==> src/hdl/hwsup_pkg.sv <==
// Package: constants, types and register map of the host watchdog supervisor
package hwsup_pkg;

   // ==========================================================
   // Clock and time base
   localparam int unsigned CLK_HZ = 200_000_000;
   localparam int unsigned SEC_CYCLES = CLK_HZ / 1;
   localparam int unsigned HOST_RST_MS = 200;
   localparam int unsigned HOST_RST_CYCLES = (CLK_HZ / 1000) * HOST_RST_MS;

   // ==========================================================
   // Delays in seconds
   localparam logic [16:0] POD_SECONDS = 17'd150;
   localparam logic [2:0] RELAY_PULSE_TICKS = 3'd5;
   localparam logic [16:0] TMO_SEL_0 = 17'd5;
   localparam logic [16:0] TMO_SEL_1 = 17'd10;
   localparam logic [16:0] TMO_SEL_2 = 17'd30;
   localparam logic [16:0] TMO_SEL_3 = 17'd60;
   localparam logic [16:0] TMO_SEL_4 = 17'd300;
   localparam logic [16:0] TMO_SEL_5 = 17'd600;
   localparam logic [16:0] TMO_SEL_6 = 17'd1800;
   localparam logic [16:0] TMO_SEL_7 = 17'd3600;

   // ==========================================================
   // Temperature trip points in degrees C
   localparam logic [7:0] LOWER_TRIP_RST = 8'h2e;
   localparam logic [7:0] UPPER_TRIP_RST = 8'h38;
   localparam logic [7:0] LOWER_TRIP_MAX = 8'h4d;
   localparam logic [7:0] UPPER_TRIP_MAX = 8'h57;
   localparam logic [7:0] HOLD_RELEASE_MARGIN = 8'h04;

   // ==========================================================
   // Register byte offsets
   localparam logic [11:0] CTRL_OFF = 12'h000;
   localparam logic [11:0] STATUS_OFF = 12'h004;
   localparam logic [11:0] KICK_OFF = 12'h008;
   localparam logic [11:0] TIMEOUT_OFF = 12'h00c;
   localparam logic [11:0] TRIP_OFF = 12'h010;
   localparam logic [11:0] COUNT_OFF = 12'h014;

   // Control register fields
   localparam int CTRL_RELAY_CLR_BIT = 0;
   localparam int CTRL_R1_INVERT_BIT = 1;
   localparam int CTRL_R2_OWN_BIT = 2;
   localparam int CTRL_R2_VALUE_BIT = 3;
   localparam logic [3:0] CTRL_RST = 4'h0;

   // ==========================================================
   // Supervisor states, Gray along pod, extend, armed, reset
   typedef enum logic [1:0] {
      HWSUP_POD = 2'b00,
      HWSUP_EXTEND = 2'b01,
      HWSUP_ARMED = 2'b11,
      HWSUP_RESET = 2'b10
   } hwsup_state_e;

   // Board switch bundle
   typedef struct packed {
      logic relay1_temperature_follow;
      logic relay1_latch_select;
      logic relay2_latch_select;
      logic overtemp_hold_reset_enable;
      logic power_on_delay_extend;
      logic [2:0] timeout_select;
   } hwsup_dip_s;

endpackage

==> src/hdl/hwsup_top.sv <==
// Host watchdog supervisor: countdown, relays, temperature trips, APB registers
// Overview of operation
// - Wait start-up delay after any host reset
// - Then arm and start selected countdown
// - Expiry without activity resets the host
// - Timeout reset lights sticky trip indicator
// - Readable status bit marks watchdog reset
// - Control port write clears status and indicator
// - Watchdog reset fires both relays per mode
// - Software clears relays; option inverts relay one
// - Lower trip raises alarm and trip output
// - Software raises trip points, 1 C steps, capped
// - Relay one follows lower trip when enabled
// - Relay one latches or pulses 4-5 s
// - Relay two latches or pulses 4-5 s
// - Software may own relay two exclusively
// - Upper trip holds reset until lower+4
// - Without hold, upper trip changes alarm sound
// - Extend switch waits for first re-trigger
// - Three switches select the timeout
// - Each re-trigger reloads the full timeout
// - Software timeout overrides switch setting
// - Trip output released at or below lower point
// - Only trigger rising edges re-trigger; kick register writes also do
//
// The APB interface to the registers and the address map were left to the implementer.
`timescale 1ns/10ps
`default_nettype none

module hwsup_top
#(
   parameter int unsigned TICK_CYCLES = hwsup_pkg::SEC_CYCLES,
   parameter int unsigned RST_CYCLES = hwsup_pkg::HOST_RST_CYCLES
)
(
   // Clock and reset
   input wire logic pclk,
   input wire logic presetn,
   // APB slave
   input wire logic psel,
   input wire logic penable,
   input wire logic pwrite,
   input wire logic [11:0] paddr,
   input wire logic [31:0] pwdata,
   output logic [31:0] prdata,
   output logic pready,
   output logic pslverr,
   // Board pins in
   input wire hwsup_pkg::hwsup_dip_s dip,
   input wire logic ext_trigger,
   input wire logic [7:0] temp_c,
   // Board pins out
   output logic host_reset_n,
   output logic trip_led,
   output logic relay1_on,
   output logic relay2_on,
   output logic temp_trip_o,
   output logic temp_trip_oe,
   output logic alarm_beep,
   output logic alarm_steady
);
   import hwsup_pkg::*;

   // Elaboration checks: counters are 28 and 26 bits wide
   if (TICK_CYCLES < 2 || TICK_CYCLES > 32'd268435455)
   begin
      $error("TICK_CYCLES out of range");
   end
   if (RST_CYCLES < 1 || RST_CYCLES > 32'd67108863)
   begin
      $error("RST_CYCLES out of range");
   end

   // ==========================================================
   // Helper functions
   // Switch code to timeout seconds
   function automatic logic [16:0] sel_seconds(input logic [2:0] sel);
      case (sel)
         3'h0: sel_seconds = TMO_SEL_0;
         3'h1: sel_seconds = TMO_SEL_1;
         3'h2: sel_seconds = TMO_SEL_2;
         3'h3: sel_seconds = TMO_SEL_3;
         3'h4: sel_seconds = TMO_SEL_4;
         3'h5: sel_seconds = TMO_SEL_5;
         3'h6: sel_seconds = TMO_SEL_6;
         default: sel_seconds = TMO_SEL_7;
      endcase
   endfunction

   // Keep a trip point within its legal band
   function automatic logic [7:0] clamp(input logic [7:0] v, input logic [7:0] lo,
                                        input logic [7:0] hi);
      if (v < lo)
         clamp = lo;
      else if (v > hi)
         clamp = hi;
      else
         clamp = v;
   endfunction

   // ==========================================================
   // Input synchronisers; temperature is assumed to move slowly
   hwsup_dip_s dip_s1_reg, dip_s2_reg;
   logic trig_s1_reg, trig_s2_reg, trig_s3_reg;
   logic [7:0] temp_s1_reg, temp_s2_reg;

   always_ff @(posedge pclk or negedge presetn)
   begin
      if (!presetn)
      begin
         dip_s1_reg <= '0;
         dip_s2_reg <= '0;
         trig_s1_reg <= 1'b0;
         trig_s2_reg <= 1'b0;
         trig_s3_reg <= 1'b0;
         temp_s1_reg <= 8'h00;
         temp_s2_reg <= 8'h00;
      end
      else
      begin
         dip_s1_reg <= dip;
         dip_s2_reg <= dip_s1_reg;
         trig_s1_reg <= ext_trigger;
         trig_s2_reg <= trig_s1_reg;
         trig_s3_reg <= trig_s2_reg;
         temp_s1_reg <= temp_c;
         temp_s2_reg <= temp_s1_reg;
      end
   end

   // ==========================================================
   // APB slave: one wait state, registered answer
   logic [3:0] ctrl_reg;
   logic [16:0] tmo_sw_reg;
   logic [7:0] lower_reg, upper_reg;
   logic wd_flag_reg;
   logic hold_reg;
   logic relay1_act_reg, relay2_act_reg;
   logic [16:0] count_reg;
   hwsup_state_e state_reg;
   logic wr_go, ctrl_wr, kick_wr, mapped;

   always_comb
   begin
      wr_go = psel && penable && pready && pwrite;
      ctrl_wr = wr_go && (paddr == CTRL_OFF);
      kick_wr = wr_go && (paddr == KICK_OFF);
      mapped = (paddr == CTRL_OFF) || (paddr == STATUS_OFF) || (paddr == KICK_OFF) ||
               (paddr == TIMEOUT_OFF) || (paddr == TRIP_OFF) || (paddr == COUNT_OFF);
   end

   // Answer is built while pready is low, so data reflects that cycle
   always_ff @(posedge pclk or negedge presetn)
   begin
      if (!presetn)
      begin
         pready <= 1'b0;
         pslverr <= 1'b0;
         prdata <= 32'h0000_0000;
      end
      else
      begin
         pready <= psel && penable && !pready;
         pslverr <= psel && penable && !pready && !mapped;
         prdata <= 32'h0000_0000;
         if (psel && penable && !pready && !pwrite)
         begin
            case (paddr)
               CTRL_OFF: prdata <= {28'h0, ctrl_reg};
               STATUS_OFF: prdata <= {23'h0, relay2_act_reg, relay1_act_reg, hold_reg,
                                      1'b0, 1'b0, state_reg, wd_flag_reg, wd_flag_reg};
               TIMEOUT_OFF: prdata <= {15'h0, tmo_sw_reg};
               TRIP_OFF: prdata <= {16'h0, upper_reg, lower_reg};
               COUNT_OFF: prdata <= {15'h0, count_reg};
               default: prdata <= 32'h0000_0000;
            endcase
         end
      end
   end

   // Software settings
   always_ff @(posedge pclk or negedge presetn)
   begin
      if (!presetn)
      begin
         ctrl_reg <= CTRL_RST;
         tmo_sw_reg <= 17'h0;
         lower_reg <= LOWER_TRIP_RST;
         upper_reg <= UPPER_TRIP_RST;
      end
      else if (wr_go)
      begin
         if (paddr == CTRL_OFF)
            ctrl_reg <= pwdata[3:0];
         if (paddr == TIMEOUT_OFF)
            tmo_sw_reg <= pwdata[16:0];
         if (paddr == TRIP_OFF)
         begin
            lower_reg <= clamp(pwdata[7:0], LOWER_TRIP_RST, LOWER_TRIP_MAX);
            upper_reg <= clamp(pwdata[15:8], UPPER_TRIP_RST, UPPER_TRIP_MAX);
         end
      end
   end

   // ==========================================================
   // One-second tick
   logic [27:0] tick_cnt_reg;
   logic tick;

   assign tick = (tick_cnt_reg == 28'h0);

   always_ff @(posedge pclk or negedge presetn)
   begin
      if (!presetn)
         tick_cnt_reg <= 28'h0;
      else if (tick)
         tick_cnt_reg <= 28'(TICK_CYCLES - 1);
      else
         tick_cnt_reg <= tick_cnt_reg - 28'h1;
   end

   // ==========================================================
   // Temperature compare
   logic temp_lo, temp_hi, temp_cool, temp_lo_d_reg, relay1_temp_fire;

   always_comb
   begin
      temp_lo = temp_s2_reg > lower_reg;
      temp_hi = temp_s2_reg >= upper_reg;
      temp_cool = temp_s2_reg <= (lower_reg + HOLD_RELEASE_MARGIN);
      relay1_temp_fire = dip_s2_reg.relay1_temperature_follow && temp_lo &&
                         !temp_lo_d_reg;
   end

   // Over-temperature hold; release restarts the start-up delay
   always_ff @(posedge pclk or negedge presetn)
   begin
      if (!presetn)
      begin
         hold_reg <= 1'b0;
         temp_lo_d_reg <= 1'b0;
      end
      else
      begin
         temp_lo_d_reg <= temp_lo;
         if (dip_s2_reg.overtemp_hold_reset_enable && temp_hi)
            hold_reg <= 1'b1;
         else if (temp_cool)
            hold_reg <= 1'b0;
      end
   end

   // ==========================================================
   // Supervisor sequence
   logic [16:0] timeout_s;
   logic retrig, expire, wd_fire;
   logic [25:0] rst_cnt_reg;

   always_comb
   begin
      timeout_s = (tmo_sw_reg != 17'h0) ? tmo_sw_reg : sel_seconds(dip_s2_reg.timeout_select);
      retrig = kick_wr || (trig_s2_reg && !trig_s3_reg);
      // A held host is not a watchdog trip; hold already forces the start-up delay
      expire = (state_reg == HWSUP_ARMED) && tick && (count_reg == 17'h0) && !retrig &&
               !hold_reg;
      wd_fire = expire;
   end

   // Countdown runs in whole seconds, so expiry lands N to N+1 s after load
   always_ff @(posedge pclk or negedge presetn)
   begin
      if (!presetn)
      begin
         state_reg <= HWSUP_POD;
         count_reg <= POD_SECONDS;
         rst_cnt_reg <= 26'h0;
      end
      else if (hold_reg)
      begin
         state_reg <= HWSUP_POD;
         count_reg <= POD_SECONDS;
      end
      else
      begin
         case (state_reg)
            HWSUP_POD:
            begin
               if (tick && count_reg == 17'h0)
               begin
                  count_reg <= timeout_s;
                  if (dip_s2_reg.power_on_delay_extend)
                     state_reg <= HWSUP_EXTEND;
                  else
                     state_reg <= HWSUP_ARMED;
               end
               else if (tick)
                  count_reg <= count_reg - 17'h1;
            end
            HWSUP_EXTEND:
            begin
               count_reg <= timeout_s;
               if (retrig)
                  state_reg <= HWSUP_ARMED;
            end
            HWSUP_ARMED:
            begin
               if (retrig)
                  count_reg <= timeout_s;
               else if (expire)
               begin
                  state_reg <= HWSUP_RESET;
                  rst_cnt_reg <= 26'(RST_CYCLES - 1);
               end
               else if (tick)
                  count_reg <= count_reg - 17'h1;
            end
            HWSUP_RESET:
            begin
               if (rst_cnt_reg == 26'h0)
               begin
                  state_reg <= HWSUP_POD;
                  count_reg <= POD_SECONDS;
               end
               else
                  rst_cnt_reg <= rst_cnt_reg - 26'h1;
            end
            default:
               state_reg <= HWSUP_POD;
         endcase
      end
   end

   // Sticky flag; a new watchdog reset wins over a clearing write
   always_ff @(posedge pclk or negedge presetn)
   begin
      if (!presetn)
         wd_flag_reg <= 1'b0;
      else if (wd_fire)
         wd_flag_reg <= 1'b1;
      else if (ctrl_wr)
         wd_flag_reg <= 1'b0;
   end

   // ==========================================================
   // Relays; pulse counts whole ticks so the first is partial (4-5 s)
   logic [2:0] r1_cnt_reg, r2_cnt_reg;
   logic r1_inv, r1_latch, r1_fire, relay_clr;

   always_comb
   begin
      r1_inv = ctrl_reg[CTRL_R1_INVERT_BIT];
      r1_latch = dip_s2_reg.relay1_latch_select ^ r1_inv;
      r1_fire = wd_fire || relay1_temp_fire;
      relay_clr = ctrl_wr && pwdata[CTRL_RELAY_CLR_BIT];
   end

   // Relay one state
   always_ff @(posedge pclk or negedge presetn)
   begin
      if (!presetn)
      begin
         relay1_act_reg <= 1'b0;
         r1_cnt_reg <= 3'h0;
      end
      else if (r1_fire)
      begin
         relay1_act_reg <= 1'b1;
         r1_cnt_reg <= RELAY_PULSE_TICKS;
      end
      else if (relay_clr)
         relay1_act_reg <= 1'b0;
      else if (tick && !r1_latch && relay1_act_reg)
      begin
         r1_cnt_reg <= r1_cnt_reg - 3'h1;
         if (r1_cnt_reg <= 3'h1)
            relay1_act_reg <= 1'b0;
      end
   end

   // Relay two state
   always_ff @(posedge pclk or negedge presetn)
   begin
      if (!presetn)
      begin
         relay2_act_reg <= 1'b0;
         r2_cnt_reg <= 3'h0;
      end
      else if (wd_fire)
      begin
         relay2_act_reg <= 1'b1;
         r2_cnt_reg <= RELAY_PULSE_TICKS;
      end
      else if (relay_clr)
         relay2_act_reg <= 1'b0;
      else if (tick && !dip_s2_reg.relay2_latch_select && relay2_act_reg)
      begin
         r2_cnt_reg <= r2_cnt_reg - 3'h1;
         if (r2_cnt_reg <= 3'h1)
            relay2_act_reg <= 1'b0;
      end
   end

   // ==========================================================
   // Registered pin outputs
   logic trip_led_reg;

   always_ff @(posedge pclk or negedge presetn)
   begin
      if (!presetn)
      begin
         host_reset_n <= 1'b1;
         trip_led_reg <= 1'b0;
         relay1_on <= 1'b0;
         relay2_on <= 1'b0;
         temp_trip_o <= 1'b0;
         temp_trip_oe <= 1'b0;
         alarm_beep <= 1'b0;
         alarm_steady <= 1'b0;
      end
      else
      begin
         host_reset_n <= !((state_reg == HWSUP_RESET) || hold_reg);
         if (wd_fire)
            trip_led_reg <= 1'b1;
         else if (ctrl_wr)
            trip_led_reg <= 1'b0;
         relay1_on <= relay1_act_reg ^ r1_inv;
         relay2_on <= ctrl_reg[CTRL_R2_OWN_BIT] ? ctrl_reg[CTRL_R2_VALUE_BIT] :
                      relay2_act_reg;
         temp_trip_o <= 1'b0;
         temp_trip_oe <= temp_lo;
         alarm_beep <= temp_lo && !(temp_hi && !dip_s2_reg.overtemp_hold_reset_enable);
         alarm_steady <= temp_hi && !dip_s2_reg.overtemp_hold_reset_enable;
      end
   end

   assign trip_led = trip_led_reg;

   // ==========================================================
   // Assertions
   a_flag_on_fire: assert property (@(posedge pclk) disable iff (!presetn)
      wd_fire |=> wd_flag_reg && trip_led_reg) else $error("Flag not set on expiry");
   a_ctrl_clears: assert property (@(posedge pclk) disable iff (!presetn)
      ctrl_wr && !wd_fire |=> !wd_flag_reg ##0 !trip_led_reg) else $error("Clear ignored");
   a_expire_resets: assert property (@(posedge pclk) disable iff (!presetn)
      expire |=> state_reg == HWSUP_RESET ##1 !host_reset_n) else $error("No host reset");
   a_retrig_reload: assert property (@(posedge pclk) disable iff (!presetn)
      state_reg == HWSUP_ARMED && retrig && !hold_reg |=> count_reg == $past(timeout_s))
      else $error("Countdown not reloaded");
   a_trip_output: assert property (@(posedge pclk) disable iff (!presetn)
      temp_trip_oe == $past(temp_lo) && !temp_trip_o) else $error("Trip output wrong");
   a_hold_reset: assert property (@(posedge pclk) disable iff (!presetn)
      hold_reg |=> !host_reset_n) else $error("Hold not driving reset");
   a_alarm_tone: assert property (@(posedge pclk) disable iff (!presetn)
      temp_hi && !dip_s2_reg.overtemp_hold_reset_enable |=> alarm_steady && !hold_reg)
      else $error("Second trip tone missing");
   a_relay2_owned: assert property (@(posedge pclk) disable iff (!presetn)
      ctrl_reg[CTRL_R2_OWN_BIT] |=> relay2_on == $past(ctrl_reg[CTRL_R2_VALUE_BIT]))
      else $error("Relay two not under software");
   a_extend_waits: assert property (@(posedge pclk) disable iff (!presetn)
      state_reg == HWSUP_EXTEND && !retrig && !hold_reg |=> state_reg == HWSUP_EXTEND)
      else $error("Armed without re-trigger");
   a_relays_fire: assert property (@(posedge pclk) disable iff (!presetn)
      wd_fire |=> relay1_act_reg && relay2_act_reg) else $error("Relays not fired");

   c_wd_expiry: cover property (@(posedge pclk) disable iff (!presetn) expire);
   c_temp_hold: cover property (@(posedge pclk) disable iff (!presetn) hold_reg);
   c_extend_arm: cover property (@(posedge pclk) disable iff (!presetn)
      state_reg == HWSUP_EXTEND ##1 state_reg == HWSUP_ARMED);

endmodule

`default_nettype wire

==> config.mk <==
export PLATFORM = sky130hd
export DESIGN_NAME = hwsup_top
export DESIGN_NICKNAME = d
export VERILOG_FILES = /design/src/hdl/hwsup_pkg.sv /design/src/hdl/hwsup_top.sv
export SDC_FILE = /design/constraint.sdc
export NUM_CORES = 1
export LEC_CHECK = 0
export ABC_AREA = 0
export BUFFER_PORTS_ARGS = -buffer_cell sky130_fd_sc_hd__buf_4
export CAP_MARGIN = 20
export CELL_PAD_IN_SITES_DETAIL_PLACEMENT = 1
export CELL_PAD_IN_SITES_GLOBAL_PLACEMENT = 2
export CORE_ASPECT_RATIO = 1.75
export CORE_MARGIN = 5
export CORE_UTILIZATION = 34
export DETAILED_ROUTE_END_ITERATION = 7
export GPL_TIMING_DRIVEN = 0
export PLACE_DENSITY = 0.78
export SLEW_MARGIN = 20
export SYNTH_ARGS = -nofsm -noshare
export SYNTH_HDL_FRONTEND = slang
export SYNTH_SLANG_ARGS = --single-unit
==> constraint.sdc <==
create_clock -name pclk -period 2.8 [get_ports pclk]
set_clock_uncertainty 0.2 [all_clocks]
set_input_delay 0.28 -clock pclk [delete_from_list [all_inputs] [get_ports pclk]]
set_output_delay 0.28 -clock pclk [all_outputs]
set_load 0.01 [all_outputs]
# Word level (Yosys, flattened, before mapping)
# Index checks and enable logic that the tools add are counted.
[op_classes] add_sub_neg=6 mul=0 n_div=0 n_lt_le_gt_ge=9 n_eq_ne=25 shifts=0 n_mux=47 n_bitwise=3 n_reduce_logical=70
[op_table] cell="17-bit 2-to-1 mux" count=8
[op_table] cell="17-bit case mux with 5 select lines" count=1
[op_table] cell="12-bit case mux with 7 select lines" count=1
[op_table] cell="26-bit 2-to-1 mux" count=3
[op_table] cell="17-bit case mux with 4 select lines" count=1
[op_table] cell="26-bit case mux with 2 select lines" count=1
[op_table] cell="8-bit 2-to-1 mux" count=4
[op_table] cell="28-bit zero test" count=1
[op_table] cell="28-bit 2-to-1 mux" count=1
[op_table] cell="28-bit by 1-bit subtractor with 28-bit output, second input constant" count=1
[op_table] cell="26-bit zero test" count=1
[op_table] cell="26-bit by 1-bit subtractor with 26-bit output, second input constant" count=1
[op_table] cell="12-bit by 4-bit == test with 1-bit output, second input constant" count=2
[op_table] cell="12-bit by 5-bit == test with 1-bit output, second input constant" count=2
[op_table] cell="1-bit logical AND" count=24
[op_table] cell="3-bit 2-to-1 mux" count=6
[op_table] cell="17-bit zero test" count=1
[op_table] cell="17-bit nonzero test" count=1
[op_table] cell="17-bit by 1-bit subtractor with 17-bit output, second input constant" count=1
[op_table] cell="8-bit by 7-bit greater-than comparator with 1-bit output, second input constant" count=2
[op_table] cell="8-bit by 6-bit < comparator with 1-bit output, second input constant" count=2
[op_table] cell="2-bit AND reduction" count=8
[op_table] cell="3-bit inequality test, second input constant" count=5
[op_table] cell="2-bit 2-to-1 mux" count=7
[op_table] cell="other kinds (26)" count=75
[totals] regBits=195 latchBits=0 ramBits=0 rom_bits=0 input_bits=66 output_inout_bits=42 elab_cells=200 n_memories=0

# Depth between registers and ports, before layout
# Gate-level depths: netlist (run 1).
[depth] depth_word=12 depth_mapped=10 ltp_nobuf=9

# Worst setup path before layout (run 1)
# No wires, ideal clock.
[synth_timing] path_kind="register -> register" from="reg rst_cnt_reg[20]" to="reg rst_cnt_reg[6]" setup_time_ps=131 t_arrival_ps=2428 required_ps=2469 path_slack_ps=41 path_stages_with_launch=8 path_buffers=1 period_less_slack_ps=2759 path_cell_list="dfrtp_1 -> or4_4 -> or4_4 -> o41ai_4 -> a21o_1 -> buf_2 -> nor2_1 -> or3_1"
[synth_between] elab_chain_cells=3
[synth_lines] item="from (decl)" line_no="hwsup_top.sv:257" source="logic [25:0] rst_cnt_reg;"
[synth_lines] item="from (signal assigned)" line_no="hwsup_top.sv:312" source="rst_cnt_reg <= 26'(RST_CYCLES - 1);"
[synth_lines] item="from (signal assigned)" line_no="hwsup_top.sv:325" source="rst_cnt_reg <= rst_cnt_reg - 26'h1;"
[synth_lines] item="26-bit zero test" line_no="hwsup_top.sv:319" source="if (rst_cnt_reg == 26'h0)"
[synth_lines] item="2-bit inequality test (no line)"
[synth_lines] item="5-bit AND reduction (no line)"
# Every way passes these cells.
# A chain may end at the register's enable or synchronous reset.

# Worst setup path after layout (run 1)
[layout_timing] from="reg rst_cnt_reg[19]" to="reg rst_cnt_reg[6]"
# Same word-level chain as after synthesis.

==> flow_summary.json, run 1 <==
{
  "run_status": "finished, violations left",
  "violations": "negative setup slack",
  "p_leak_nw": 5.30,
  "layout-drive-gt1-share_pct": 24.8,
  "required_ns": 2.93,
  "clk_latency_ns": 0.45,
  "drt_iter0_markers": 425,
  "design.portCount": 108,
  "grt_max_degree": 86,
  "syn_avg_cell_area_um2": 9.83,
  "cts_tree": "yes",
  "arrival_ns": 2.96,
  "p_int_mw": 4.55,
  "largest_reg_flops": 28,
  "cpMaxStageDelayCell": "or4_4",
  "dieHeight_um": 229,
  "ys_seq_elements": 180,
  "synth_ff_type": "dfrtp_1",
  "clock_sinks": 180,
  "relSlewSlack_pct": 47.8,
  "cts.clk_slew.worst_paths_ns": 0.07,
  "finalSetupViolations": 6,
  "synth_area_leaders": "dfrtp_1, ha_1, nand2_1, dfstp_2, nor2_1",
  "rows": 80,
  "grt_remaining_overflow": 0,
  "grt_pass1_wl_um": 49700,
  "crit_type": "reg2reg",
  "fin_cells": 1512,
  "viasPerCell": 5.27,
  "power.switching_mw": 2.16,
  "h-tree-depth": 4,
  "layout_setup_ws_ns": -0.0359,
  "ir_worst_vdd_uv": 582,
  "die_w_um": 135,
  "yosysWarnings": 0,
  "antenna_found_initial": 0,
  "wirelength_um": 31700,
  "yosysMostFrequentCell": "dfrtp_1",
  "crit_fanout": 7,
  "maxSlewViolCount": 0,
  "grt_usage_pct": 21.1,
  "max_stage_delay_ns": 0.51,
  "synth-edff-count": 0,
  "clockBufferDepth": 2,
  "final_nets": 1228,
  "path_cells": "or4_4 > or4_4 > o41ai_4 > buf_6 > a21o_1 > buf_6 > nor2_1 > or3_1",
  "fp.coreArea_um2": 27100,
  "clockRootBuffer": "clkbuf_16",
  "netlist_instances": 945,
  "first_global_vias": 8895,
  "area_growth_syn_to_layout_pct": 31.7,
  "num_antenna_cells": 0,
  "synth_area_um2": 9290,
  "synth.distinct_cells": 78,
  "synth_common_cells": "dfrtp_1, nand2_1, nor2_1",
  "fin_crit_ns": 2.84,
  "fp.dieArea_um2": 30900,
  "dp_hpwl_um": 23200,
  "globalplace.congestion": 0.873,
  "startpoint_type": "flop",
  "synth.top_cell.area_share_pct": 45.3,
  "postSynth.asyncResetShare_pct": 100,
  "endpoint_kind": "flop",
  "start_util_pct": 34.2,
  "max_freq_ghz": 0.353,
  "p_per_area_nw_per_um2": 548,
  "cpLargestDelayFamily": "simple AND/OR/NAND/NOR gates",
  "clkPwrFrac_pct": 34.0,
  "finalHoldViolCount": 0,
  "rsz0062_at_grt": "true",
  "dp_cells": 1404,
  "vias": 7962,
  "netSwitchingFraction_pct": 32.2,
  "cts_buffers": 17,
  "drc": 0,
  "drt_pass1_iterations": 6,
  "ant_nets": 0,
  "ys_seq_area_share_pct": 48.7,
  "tightest_slew_ns": 0.783,
  "worstHoldPathType": "in2reg",
  "port_buffers": 73,
  "fin_crit_sh_pct": 101,
  "cap_violations": 0,
  "pwr-share-seq_pct": 43.5,
  "dp_slack_ns": -1.22,
  "combPwrFrac_pct": 22.5,
  "wl_per_cell_um": 21.0,
  "crit_buf_inv": 2,
  "synth_area_leader_cell": "dfrtp_1"
}
power by group through the flow:
| stage | Clock [mW] | Sequential (mW) | Combinational, mW |
|---|---|---|---|
| 6_report | 2.28 | 2.92 | 1.51 |
| 5_1_grt | 2.45 | 2.94 | 1.65 |
| 4_1_cts | 2.35 | 2.90 | 1.40 |
| 3_5_place_dp | 0 | 2.94 | 1.18 |
| 3_3_place_gp | 0 | 2.93 | 1.15 |
| 2_1_floorplan | 0 | 2.89 | 0.727 |
metrics by stage:
step	area [um2]	hold slack (ns)	total power, mW	TNS [ns]	utilization [%]
after floorplan	9340	-0.216	3.62	0	-
after global placement	10400	0.133	4.08	-72.21	38.2
after detailed placement	10400	-0.00406	4.12	-73.83	38.4
after CTS	12000	0.0895	6.65	-0.118	44.1
after global routing	12200	0.0194	7.04	-1.56	45.1
final	12200	0.0226	6.71	-0.108	45.1
routing by layer:
layer | up-vias | part of all wire, % | GRT usage [%]
li1 | 3714 | - | -
met1 | 4044 | 33 | 19.9
met2 | 142 | 59 | 41.4
met3 | 62 | 2.5 | 3.46
met4 | 0 | 4.9 | 11.9
met5 | - | 0 | 0
area by class of cell:
| class | instances | area [um2] |
|---|---|---|
| Clock inverter | 12 | 100 |
| Sequential cell | 180 | 4520 |
| Timing Repair Buffer | 153 | 1330 |
| Multi-Input combinational cell | 677 | 4850 |
| Fill cell | 3031 | 14900 |
| Buffer | 52 | 337 |
| Tap cell | 369 | 462 |
| Inverter | 49 | 184 |
| Clock buffer | 20 | 447 |
what timing repair did:
item,4_1_cts,5_1_grt
hold buffers,39,0
endpoints found under the setup margin,101,72
pin swaps,19,21
buffers inserted,28,10
cloned,1,1
hold endpoints to repair,168,0
resized for setup,74,50
placed cells by master (no fill, tap or decap), drive strengths merged, types with 13 or more instances in the layout:
| cell type | count |
|---|---|
| buf | 145 |
| nand3 | 29 |
| o21ai | 38 |
| inv | 52 |
| conb | 16 |
| nor4 | 24 |
| or3 | 18 |
| nor2 | 84 |
| a21oi | 61 |
| xnor2 | 34 |
| ha | 32 |
| nor3 | 30 |
| mux2i | 13 |
| nand2 | 86 |
| a21o | 16 |
| clkbuf | 41 |
| mux2 | 23 |
| dfrtp | 168 |
| dlygate4sd3 | 39 |
tightest hold or removal path, stage by stage:
cell and delay (ns):
buf_4 0.09, or4_4 0.20, nor2_1 0.06
kinds of logic (layout without fill, tap and decap cells):
logic type / Yosys count / in the layout / share of synthesized area [%]
fa+ha+maj: 32 / 32 / 4.31
mux: 36 / 36 / 4.19
other cells: 1 / 16 / 0.0404
xor+xnor: 44 / 44 / 4.15
flops: 180 / 180 / 48.7
compound gates: 193 / 193 / 13.7
buf+inv: 104 / 286 / 4.97
simple gates: 355 / 356 / 20.0
path summary, 6_finish.rpt:
check / start / endpoint / slack (ns) / cells after the start
worst min-delay path: pwrite / prdata[16] / 0.02 / 3
worst min register to register: temp_s1_reg[3] / temp_s2_reg[3] / 0.15 / 0
min in group asynchronous: presetn / prdata[14] / 0.10 / 2
worst max-delay path: rst_cnt_reg[19] / rst_cnt_reg[6] / -0.04 / 8
max in group asynchronous: presetn / lower_reg[2] / 1.22 / 4
worst max register to register: rst_cnt_reg[19] / rst_cnt_reg[6] / -0.04 / 8
No activity file was read; power rests on OpenSTA's default activity.
==> inputs of run 2 (changes only) <==
- CORE_MARGIN: 5 -> 2
==> run 2 against run 1 <==
  * The run still ends with negative setup slack left
  * Combinational power up 9.9%
  * Cell count shrank 2.3%
  * Sequential share of layout area down 0.21 points
  * Global-route usage rose by 1.6 points
  * Routed wire length shrank 0.12%
  * Non-clock buffer count grew 6
  * Via count is 1.5% higher
  * Clock power up 3%
  * Setup slack worse by 0.082 ns
  * Critical path depth stayed put
  * Hold slack better by 0.029 ns
  * Largest cell class unchanged
  * Largest power group unchanged
==> flow_summary.json, run 2 (synthesized netlist as in run 1, its figures left out) <==
{
  "wirelength_um": 31700,
  "required_ns": 2.95,
  "finalPower_mw": 6.94,
  "rows": 80,
  "reg2reg_slack_ns": -0.12,
  "arrival_ns": 3.07,
  "clockRootBuffer": "clkbuf_16",
  "relSlewSlack_pct": 44.8,
  "drt_iter0_markers": 397,
  "fin_crit_ns": 2.92,
  "port_buffers": 73,
  "max_stage_delay_ns": 0.57,
  "design.portCount": 108,
  "pwr-share-seq_pct": 42.1,
  "dp_cells": 1362,
  "clockBufferDepth": 2,
  "cts_buffers": 17,
  "clkPwrFrac_pct": 33.9,
  "startpoint_type": "flop",
  "largest_reg_flops": 28,
  "final_nets": 1234,
  "layout-drive-gt1-share_pct": 26.3,
  "grt_remaining_overflow": 0,
  "power.switching_mw": 2.24,
  "h-tree-depth": 4,
  "run_status": "finished, violations left",
  "first_global_vias": 8827,
  "finalHoldViolCount": 0,
  "start_util_pct": 34.4,
  "combPwrFrac_pct": 23.9,
  "cts.clk_slew.worst_paths_ns": 0.07,
  "postLayoutCoreUtil_pct": 45.5,
  "fin_cells": 1477,
  "fin_crit_sh_pct": 104,
  "cpLargestDelayFamily": "simple AND/OR/NAND/NOR gates",
  "finalSetupViolations": 17,
  "layout_setup_ws_ns": -0.118,
  "endpoint": "rst_cnt_reg[19]",
  "cp.depth": 8,
  "fp.dieArea_um2": 28700,
  "viasPerCell": 5.47,
  "path_cells": "or4_4 > nand2b_4 > nor4_4 > nand3b_1 > a211oi_4 > buf_6 > nand3b_1 > mux2i_1",
  "clock_sinks": 180,
  "cts_tree": "yes",
  "worstRegToRegCells": 8,
  "wl_per_cell_um": 21.4,
  "max_freq_ghz": 0.343,
  "clk_latency_ns": 0.46,
  "cpMaxStageDelayCell": "or4_4",
  "dp_hpwl_um": 22600,
  "globalplace.congestion": 0.879,
  "worstHoldPathType": "in2reg",
  "drc": 0,
  "reg2reg_from": "tick_cnt_reg[9]",
  "crit_type": "reg2reg",
  "drt_pass1_iterations": 6,
  "rr_endpoint": "rst_cnt_reg[19]",
  "fp.coreArea_um2": 27000,
  "startpoint": "tick_cnt_reg[9]",
  "area_growth_syn_to_layout_pct": 32.5,
  "grt_max_degree": 97,
  "maxSlewViolCount": 0,
  "tightest_slew_ns": 0.828,
  "grt_usage_pct": 22.7,
  "rsz0062_at_grt": "true",
  "netSwitchingFraction_pct": 32.2,
  "p_int_mw": 4.70,
  "ir_worst_vdd_uv": 487,
  "violations": "negative setup slack",
  "layout_commonest_cell": "dfrtp_1",
  "whs_ns": 0.0519,
  "die_w_um": 129,
  "crit_fanout": 5,
  "cp_common_cell": "nand3b_1",
  "antenna_found_initial": 0,
  "layout_common_cells": "dfrtp_1, buf_4, nand2_1",
  "p_leak_nw": 5.38,
  "ant_nets": 0,
  "grt_pass1_wl_um": 49000,
  "dieHeight_um": 223,
  "vias": 8084,
  "num_antenna_cells": 0,
  "p_per_area_nw_per_um2": 564,
  "crit_buf_inv": 1,
  "cap_violations": 0,
  "endpoint_kind": "flop"
}
## run 2: cell type report
type,count,area (um2)
fillers,3027,14700
inverters,49,184
multi-input cells,677,4890
clock inverters,11,104
repair buffers,160,1410
clock buffers,21,450
plain buffers,51,334
well taps,328,410
flip-flops and latches,180,4520
## run 2: what timing repair did
| action | CTS | global route |
|---|---|---|
| hold buffers | 39 | 0 |
| buffers inserted | 28 | 17 |
| gates cloned | 2 | 2 |
| gates resized for setup | 80 | 67 |
| pin swaps | 30 | 22 |
| endpoints found under the hold margin | 130 | 0 |
| endpoints found under the setup margin | 101 | 67 |
## run 2: routing by layer
| layer | vias up | part of all wire (%) | GRT usage [%] |
|---|---|---|---|
| li1 | 3737 | - | - |
| met1 | 4076 | 34 | 21.9 |
| met2 | 174 | 57 | 43.7 |
| met3 | 97 | 2.4 | 3.59 |
| met4 | 0 | 5.9 | 13.4 |
| met5 | - | 0 | 0 |
## run 2: tightest hold or removal path, stage by stage
cell and delay, ns:
buf_4 0.09, or4_4 0.22, nor2_1 0.07
## run 2: stage by stage
| step | area [um2] | TNS (ns) | worst slack [ns] |
|---|---|---|---|
| 2_1_floorplan | 9340 | 0 | 0.0408 |
| 4_1_cts | 11900 | -1.13 | -0.130 |
| 3_5_place_dp | 10300 | -74.30 | -1.22 |
| 6_report | 12300 | -0.938 | -0.118 |
| 5_1_grt | 12300 | -4.15 | -0.232 |
| 3_3_place_gp | 10300 | -71.32 | -1.17 |
## run 2: how the worst min path moves through the flow
| stage | slack, ns | cells past startpoint | endpoint | from |
|---|---|---|---|---|
| floorplan | -0.22 | 0 | alarm_beep | presetn |
| detailed placement | 0.14 | 0 | temp_s2_reg[0] | temp_s1_reg[0] |
| finish | 0.05 | 3 | prdata[16] | pwrite |
| CTS | 0.15 | 0 | dip_s2_reg[3] | dip_s1_reg[3] |
| global route | 0.05 | 3 | prdata[16] | pwrite |
| global placement | 0.13 | 0 | temp_s2_reg[2] | temp_s1_reg[2] |
## run 2: power by group through the flow
| stage | clock network (mW) | logic, mW | registers, mW |
|---|---|---|---|
| final | 2.35 | 1.66 | 2.92 |
| after global routing | 2.50 | 1.80 | 2.94 |
| after CTS | 2.41 | 1.42 | 2.90 |
| after detailed placement | 0 | 1.18 | 2.94 |
| after global placement | 0 | 1.15 | 2.93 |
| after floorplan | 0 | 0.727 | 2.89 |
